<file path="src/include/table_access_consts.svh">
// Constants for the program memory table access unit.
// Assumes inclusion by the package and the design file.
`ifndef TABLE_ACCESS_CONSTS_SVH
`define TABLE_ACCESS_CONSTS_SVH

`define PTR_WIDTH       22
`define ADDR_WIDTH      21
`define CFG_SPACE_BIT   21
`define HOLD_SEL_LSB    0
`define HOLD_SEL_MSB    4
`define BLOCK_LSB       6
`define BLOCK_MSB       21
`define HOLD_COUNT      32
`define LATCH_RESET     8'h00
`define PTR_RESET       22'h000000
`define HOLD_RESET      8'hff
`define SFR_ADDR_WIDTH  2
`define SFR_LATCH       2'h0
`define SFR_PTR_UPPER   2'h1
`define SFR_PTR_HIGH    2'h2
`define SFR_PTR_LOW     2'h3

`endif

</file>
<file path="src/include/table_access_pkg.sv">
// Types for the program memory table access unit.
// Assumes the constants header is on the include path.
`include "table_access_consts.svh"

package table_access_pkg;

  typedef enum logic [3:0]
  {
    PTR_KEEP     = 4'b0001,
    PTR_POST_INC = 4'b0010,
    PTR_POST_DEC = 4'b0100,
    PTR_PRE_INC  = 4'b1000
  } ptr_mode_type;

  typedef struct packed
  {
    logic         valid;
    logic         is_write;
    ptr_mode_type mode;
  } table_cmd_type;

  typedef struct packed
  {
    logic                      we;
    logic                      re;
    logic [`SFR_ADDR_WIDTH-1:0] addr;
    logic [7:0]                wdata;
  } sfr_req_type;

  typedef struct packed
  {
    logic                      req;
    logic [`ADDR_WIDTH-1:0]    addr;
    logic                      cfg_space;
  } flash_rd_type;

  typedef struct packed
  {
    logic                                    req;
    logic [`BLOCK_MSB-`BLOCK_LSB:0]          block;
    logic                                    cfg_space;
  } flash_blk_type;

endpackage

</file>
<file path="src/hw/program_memory_table_access.sv">
// Table access unit: data latch, byte pointer, write holding registers.
// Assumes the core issues one table command at a time and that the
// flash answers a read with rd_valid_i; all inputs are on clk_i.
`timescale 1ns/1ps
`include "table_access_consts.svh"

module program_memory_table_access
  import table_access_pkg::*;
#(
  parameter int HOLD_COUNT = `HOLD_COUNT
)
(
  // Clock and reset
  input  wire logic                   clk_i,
  input  wire logic                   arst_n_i,
  // Special register access from the core
  input  wire sfr_req_type            sfr_i,
  output logic [7:0]                  sfr_rdata_o,
  // Table instruction from the core
  input  wire table_cmd_type          cmd_i,
  output logic                        cmd_busy_o,
  output logic                        cmd_done_o,
  // Write and erase control
  input  wire logic                   write_start_i,
  input  wire logic                   erase_start_i,
  input  wire logic                   flash_op_done_i,
  output logic                        write_active_o,
  // Flash read port
  output flash_rd_type                flash_rd_o,
  input  wire logic                   rd_valid_i,
  input  wire logic [7:0]             rd_data_i,
  // Flash block write and erase port
  output flash_blk_type               flash_wr_o,
  output flash_blk_type               flash_erase_o,
  output logic [HOLD_COUNT*8-1:0]     hold_data_o
);

  localparam int SEL_W = $clog2(HOLD_COUNT);

  // Elaboration checks: sizes the select, space and block fields cannot serve
  if (HOLD_COUNT != (1 << SEL_W) || SEL_W != `HOLD_SEL_MSB - `HOLD_SEL_LSB + 1)
  begin : g_hold_check
    $error("HOLD_COUNT must match the holding select field");
  end
  if (`PTR_WIDTH != `ADDR_WIDTH + 1 || `CFG_SPACE_BIT != `ADDR_WIDTH)
  begin : g_space_check
    $error("Pointer must be the byte address plus one space bit");
  end
  if (`BLOCK_MSB != `PTR_WIDTH - 1 || `PTR_WIDTH - 16 > 8)
  begin : g_field_check
    $error("Block field or upper pointer byte does not fit the pointer");
  end
  if (`SFR_ADDR_WIDTH != 2)
  begin : g_map_check
    $error("Four registers need a two-bit register select");
  end

  typedef enum logic [2:0]
  {
    ST_IDLE = 3'b001,
    ST_READ = 3'b010,
    ST_DONE = 3'b100
  } state_type;

  state_type                    state;
  state_type                    next_state;
  logic [7:0]                   latch;
  logic [7:0]                   next_latch;
  logic [`PTR_WIDTH-1:0]        ptr;
  logic [`PTR_WIDTH-1:0]        next_ptr;
  ptr_mode_type                 mode;
  ptr_mode_type                 next_mode;
  logic                         write_bit;
  logic                         next_write_bit;
  logic [7:0]                   hold [HOLD_COUNT];
  logic [7:0]                   next_hold [HOLD_COUNT];
  logic [`ADDR_WIDTH-1:0]       ptr_inc;
  logic [`ADDR_WIDTH-1:0]       ptr_dec;
  logic [`PTR_WIDTH-1:0]        xfer_ptr;
  logic [`PTR_WIDTH-1:0]        sfr_ptr;
  flash_blk_type                next_wr;
  flash_blk_type                next_erase;
  flash_rd_type                 next_rd;
  logic                         cmd_take;
  logic                         hold_write;
  logic [SEL_W-1:0]             hold_sel;
  logic [7:0]                   ptr_upper_byte;
  logic [`BLOCK_MSB-`BLOCK_LSB:0] block_sel;

  // Only the low 21 bits step; the space bit stays put
  assign ptr_inc = ptr[`ADDR_WIDTH-1:0] + `ADDR_WIDTH'(1);
  assign ptr_dec = ptr[`ADDR_WIDTH-1:0] - `ADDR_WIDTH'(1);

  // A command is taken only while idle; valid while busy is dropped
  assign cmd_take   = (state == ST_IDLE) && cmd_i.valid;
  assign hold_write = cmd_take && cmd_i.is_write;
  assign hold_sel   = xfer_ptr[`HOLD_SEL_MSB:`HOLD_SEL_LSB];

  // Upper byte pads its two unused top bits with zero
  assign ptr_upper_byte = 8'(ptr[`PTR_WIDTH-1:16]);

  // Block target ignores the offset bits below the block boundary
  assign block_sel = ptr[`BLOCK_MSB:`BLOCK_LSB];

  // Pointer as written through the special registers
  always_comb
  begin
    sfr_ptr = ptr;
    if (sfr_i.we)
    begin
      case (sfr_i.addr)
        `SFR_PTR_UPPER: sfr_ptr[`PTR_WIDTH-1:16] = sfr_i.wdata[`PTR_WIDTH-17:0];
        `SFR_PTR_HIGH:  sfr_ptr[15:8] = sfr_i.wdata;
        `SFR_PTR_LOW:   sfr_ptr[7:0] = sfr_i.wdata;
        default:        sfr_ptr = ptr;
      endcase
    end
  end

  // Address used for this transfer
  always_comb
  begin
    if (cmd_i.mode == PTR_PRE_INC)
      xfer_ptr = {ptr[`CFG_SPACE_BIT], ptr_inc};
    else
      xfer_ptr = ptr;
  end

  // Sequencing of table commands, latch and pointer
  always_comb
  begin
    next_state = state;
    next_latch = latch;
    next_ptr   = sfr_ptr;
    next_mode  = mode;
    next_rd    = '0;
    if (sfr_i.we && sfr_i.addr == `SFR_LATCH)
      next_latch = sfr_i.wdata;
    // A pointer update by the command outweighs a byte write this cycle
    case (state)
      ST_IDLE:
      begin
        if (cmd_i.valid)
        begin
          next_mode = cmd_i.mode;
          if (cmd_i.mode == PTR_PRE_INC)
            next_ptr = xfer_ptr;
          if (cmd_i.is_write)
            next_state = ST_DONE;
          else
          begin
            next_rd.req       = 1'b1;
            next_rd.addr      = xfer_ptr[`ADDR_WIDTH-1:0];
            next_rd.cfg_space = xfer_ptr[`CFG_SPACE_BIT];
            next_state        = ST_READ;
          end
        end
      end
      ST_READ:
      begin
        if (rd_valid_i)
        begin
          next_latch = rd_data_i;
          next_state = ST_DONE;
        end
      end
      ST_DONE:
      begin
        case (mode)
          PTR_POST_INC: next_ptr = {ptr[`CFG_SPACE_BIT], ptr_inc};
          PTR_POST_DEC: next_ptr = {ptr[`CFG_SPACE_BIT], ptr_dec};
          default:      next_ptr = sfr_ptr;
        endcase
        next_state = ST_IDLE;
      end
      default:
        next_state = ST_IDLE;
    endcase
  end

  // Holding registers: flash sees them only through a block write
  always_comb
  begin
    next_hold = hold;
    if (hold_write)
      next_hold[hold_sel] = latch;
  end

  // Write bit: software sets, hardware clears on completion; clear wins
  always_comb
  begin
    next_write_bit   = write_bit;
    next_wr          = '0;
    next_erase       = '0;
    if (write_bit && flash_op_done_i)
      next_write_bit = 1'b0;
    // Starts while the bit is set are dropped
    if ((write_start_i || erase_start_i) && !write_bit)
    begin
      next_write_bit = 1'b1;
      if (erase_start_i)
      begin
        next_erase.req       = 1'b1;
        next_erase.block     = block_sel;
        next_erase.cfg_space = ptr[`CFG_SPACE_BIT];
      end
      else
      begin
        next_wr.req       = 1'b1;
        next_wr.block     = block_sel;
        next_wr.cfg_space = ptr[`CFG_SPACE_BIT];
      end
    end
  end

  // Command group registers
  always_ff @(posedge clk_i or negedge arst_n_i)
  begin
    if (!arst_n_i)
    begin
      state      <= ST_IDLE;
      latch      <= `LATCH_RESET;
      ptr        <= `PTR_RESET;
      mode       <= PTR_KEEP;
      flash_rd_o <= '0;
    end
    else
    begin
      state      <= next_state;
      latch      <= next_latch;
      ptr        <= next_ptr;
      mode       <= next_mode;
      flash_rd_o <= next_rd;
    end
  end

  // Write bit and block request registers
  always_ff @(posedge clk_i or negedge arst_n_i)
  begin
    if (!arst_n_i)
    begin
      write_bit     <= 1'b0;
      flash_wr_o    <= '0;
      flash_erase_o <= '0;
    end
    else
    begin
      write_bit     <= next_write_bit;
      flash_wr_o    <= next_wr;
      flash_erase_o <= next_erase;
    end
  end

  // Holding registers come up erased
  always_ff @(posedge clk_i or negedge arst_n_i)
  begin
    if (!arst_n_i)
    begin
      for (int i = 0; i < HOLD_COUNT; i++)
        hold[i] <= `HOLD_RESET;
    end
    else
    begin
      hold <= next_hold;
    end
  end

  // Register read back
  always_comb
  begin
    case (sfr_i.addr)
      `SFR_LATCH:     sfr_rdata_o = latch;
      `SFR_PTR_UPPER: sfr_rdata_o = ptr_upper_byte;
      `SFR_PTR_HIGH:  sfr_rdata_o = ptr[15:8];
      `SFR_PTR_LOW:   sfr_rdata_o = ptr[7:0];
      default:        sfr_rdata_o = 8'h00;
    endcase
  end

  // Holding bytes side by side for the block write
  for (genvar g = 0; g < HOLD_COUNT; g++)
  begin : g_hold_out
    assign hold_data_o[g*8 +: 8] = hold[g];
  end

  // Busy and done decode the state directly; write_active_o is the write bit
  assign cmd_busy_o     = (state != ST_IDLE);
  assign cmd_done_o     = (state == ST_DONE);
  assign write_active_o = write_bit;

endmodule

</file>
<file path="config.mk">
export PLATFORM = sky130hd
export DESIGN_NAME = program_memory_table_access
export DESIGN_NICKNAME = d
export VERILOG_FILES = /design/src/include/table_access_pkg.sv /design/src/hw/program_memory_table_access.sv
export VERILOG_INCLUDE_DIRS = /design/src /design/src/include
export SDC_FILE = /design/constraint.sdc
export NUM_CORES = 1
export LEC_CHECK = 0
export ABC_AREA = 1
export BUFFER_PORTS_ARGS = -buffer_cell sky130_fd_sc_hd__buf_2
export CORE_ASPECT_RATIO = 1.5
export CORE_UTILIZATION = 40
export CTS_CLUSTER_DIAMETER = 60
export CTS_CLUSTER_SIZE = 24
export DETAILED_ROUTE_END_ITERATION = 12
export PLACE_DENSITY = 0.62
export SYNTH_ARGS = -nofsm -noshare
export SYNTH_HDL_FRONTEND = slang
export SYNTH_SLANG_ARGS = --single-unit
export TNS_END_PERCENT = 10
</file>
<file path="constraint.sdc">
create_clock -name clk_i -period 2.3 [get_ports clk_i]
set_input_delay 0.23 -clock clk_i [delete_from_list [all_inputs] [get_ports clk_i]]
set_output_delay 0.23 -clock clk_i [all_outputs]
set_load 0.1 [all_outputs]
</file>
==> results.toml <==
[run_status]
status = "complete, no violations"

[yosys]
ys.flop_type = "dfstp_2"
avgSynthCellArea_um2 = 8.40
yosysSeqAreaShare_pct = 58.5
netlist.area_leader.share_pct = 43.6
synth-edff-count = 0
synthMuxAreaShare_pct = 0
synth_compound_area_share_pct = 6.46
synth_area_leaders = "dfstp_2 44%, nand2_1 22%, dfrtp_1 15%, o21ai_0 3.6%, nor2_1 2.7%"
synth_warnings = 0
async_flop_share_pct = 100
synth_nets = 1887
yosys.area_share.simple_pct = 29.6
synth_area_mm2 = 0.0156
synth_top_family_by_area = "simple AND/OR/NAND/NOR gates"
syn_inst = 1853
synth-seq-cells = 351
yosysMostFrequentCell = "nand2_1"
synthAdderAreaFrac_pct = 0.161
synth_cell_types = 33
netlist_top_cells_count = "901 x nand2_1, 258 x dfstp_2, 111 x nor2_1, 111 x o21ai_0, 93 x dfrtp_1"
yosysTopAreaCell = "dfstp_2"
synth_xor_area_share_pct = 0.844

[worst_setup_path]
cp_data_arrival_time_ps = 2690
cp.required_ps = 2790
end_kind = "register"
r2r_slack_ps = 110
crit_type = "register to register"
critPathMaxFanout = 8
r2r.worst_path.cells = 11
rr_startpoint = "ptr[0]$_DFF_PN0_"
timing.rr.end = "hold_data_o[132]$_DFFE_PN1P_"
worstSetupStartpointType = "register"

[clocking]
cts_buffers = 23
cts_num_sinks = 351
clockRootBuffer = "clkbuf_16"
path_clk_slew_ps = 80
htree_levels = 1
post_cts_buffers = 0
ctsLongestPathBuffers = 3
cts_tree = "built"
clk_latency_ps = 570

[sta]
max_slew_margin_pct = 56.8
rsz0062_at_grt = "yes"
finalSetupViolCount = 0
finClkSkew_ps = 30.4
fin_crit_sh_pct = 95.3
slew_violations = 0
clock.fmax_mhz = 456
tightest_slew_ps = 646
period_minus_slack_ps = 2190
finalHoldViolations = 0

[floorplanning]
core_region_area_mm2 = 0.0384
rows = 88
dieArea_mm2 = 0.0397
die_height_um = 244
io_pins = 358
die_w_um = 163
start_util_pct = 40.5

[placement]
postPlaceCellArea_mm2 = 0.0186
place_congestion = 1.02
hpwl_um = 40200
port_buffers = 356
dp.cells = 2723

[hold_path]
min_from = "rd_data_i[7]"
min_path_type = "input pin to register"
whs_path_depth = 3
holdPathEnd = "latch[7]$_DFF_PN0_"

[routing]
drtIter0Drc = 970
routed_wl_um = 54900
ant_nets = 0
routed_via_density = 5.00
drc = 0
wl_per_cell_um = 19.8
vias = 13900
dr.pass1.iters = 5

[layout]
finalInstanceArea_mm2 = 0.0198
final_cells = 2781
fillCellCount = 3690
drive_gt1_share_pct = 36.4
area_delta_synth_final_pct = 27.4
n_antenna_cell = 0
nets = 2306

[flow_run]
timing.max_cap.violations = 0

[global_route]
track_usage_pct = 28.1
grt_pass1_wl_um = 84100
antenna_found_initial = 0
grt-ovfl-total = 0
grt_max_degree = 76
grt_pass1_vias = 14100
## metrics by stage
stage / TNS [ps] / hold slack [ps] / util (%) / setup WS, ps
6_report: 0 / 8.69 / 51.6 / 108
5_1_grt: -2660 / 33.9 / 51.6 / -68.5
4_1_cts: 0 / 9.42 / 51.0 / 15.1
3_5_place_dp: 0 / 293 / 48.5 / 20.7
3_3_place_gp: 0 / 292 / 48.5 / 102
2_1_floorplan: -59.8 / -65.6 / - / -35.6
## cells by family (layout without fill, tap and decap cells)
family	Yosys count	count (layout)
xor+xnor	15	15
buf+inv	177	610
flops	351	351
fa+ha+maj	2	2
simple gates	1135	1135
compound gates	173	173
## cell type report
type / count / area, µm² / share of cell area, %
Tap cell: 495 / 619 / 3.13
Clock buffer: 27 / 622 / 3.14
Multi-Input combinational cell: 1325 / 5950 / 30.0
Timing Repair Buffer: 470 / 2960 / 15.0
Clock inverter: 12 / 151 / 0.764
Inverter: 101 / 392 / 1.98
Sequential cell: 351 / 9120 / 46.0
## critical path, cell delays in order, from the launching register on
cell and delay (ps):
dfrtp_1 390, buf_4 170, inv_1 60, ha_1 350, o21ai_4 270, inv_2 100, nor2_4 150, inv_2 200
nor2_2 130, buf_4 160, nand2_1 50, nand2_1 90
## layout by cell type (no fill, tap or decap), drive strengths merged
cell type / n
o21bai: 2
xnor2: 1
clkbuf: 27
o211ai: 23
nor2: 145
ha: 2
inv: 107
clkinvlp: 2
a21oi: 13
nand4: 15
xor2: 14
nor3: 8
nand3: 66
nand2: 901
buf: 451
a31oi: 5
clkinv: 4
o221ai: 4
dfrtp: 93
dfstp: 258
o22ai: 2
o2111ai: 7
o21ai: 117
dlygate4sd3: 19
## repair_timing
action,CTS,global route
endpoints found under the setup margin,8,252
pin swaps,0,13
endpoints found under the hold margin,19,0
resized for setup,1,49
hold buffers,19,0
## how the worst max path moves through the flow
stage / start / endpoint / slack (ps) / cells past startpoint
floorplan: ptr[7]$_DFF_PN0_ / sfr_rdata_o[7] / -40 / 2
global placement: state[0]$_DFFE_PN1P_ / hold_data_o[241]$_DFFE_PN1P_ / 100 / 11
detailed placement: state[0]$_DFFE_PN1P_ / hold_data_o[149]$_DFFE_PN1P_ / 20 / 11
CTS: state[0]$_DFFE_PN1P_ / hold_data_o[12]$_DFFE_PN1P_ / 20 / 12
global route: ptr[1]$_DFF_PN0_ / hold_data_o[217]$_DFFE_PN1P_ / -70 / 11
finish: ptr[0]$_DFF_PN0_ / hold_data_o[132]$_DFFE_PN1P_ / 110 / 11
## registers in the layout, indices dropped and copies added (netlist names)
register / flops
flash_erase_o: 17
flash_wr_o: 17
hold_data_o: 256
flash_rd_o: 23
state: 3
write_active_o: 1
ptr: 22
mode: 4
latch: 8
## routing by layer
layer  GRT usage, %  wire, µm
met2           50.9     28900
met3           3.64      2900
met1           32.6     20800
met4           12.5      2390
met5              0         0
Power is not shown: default switching activity piles up to over one toggle a cycle in this logic, so the estimate is an artifact.
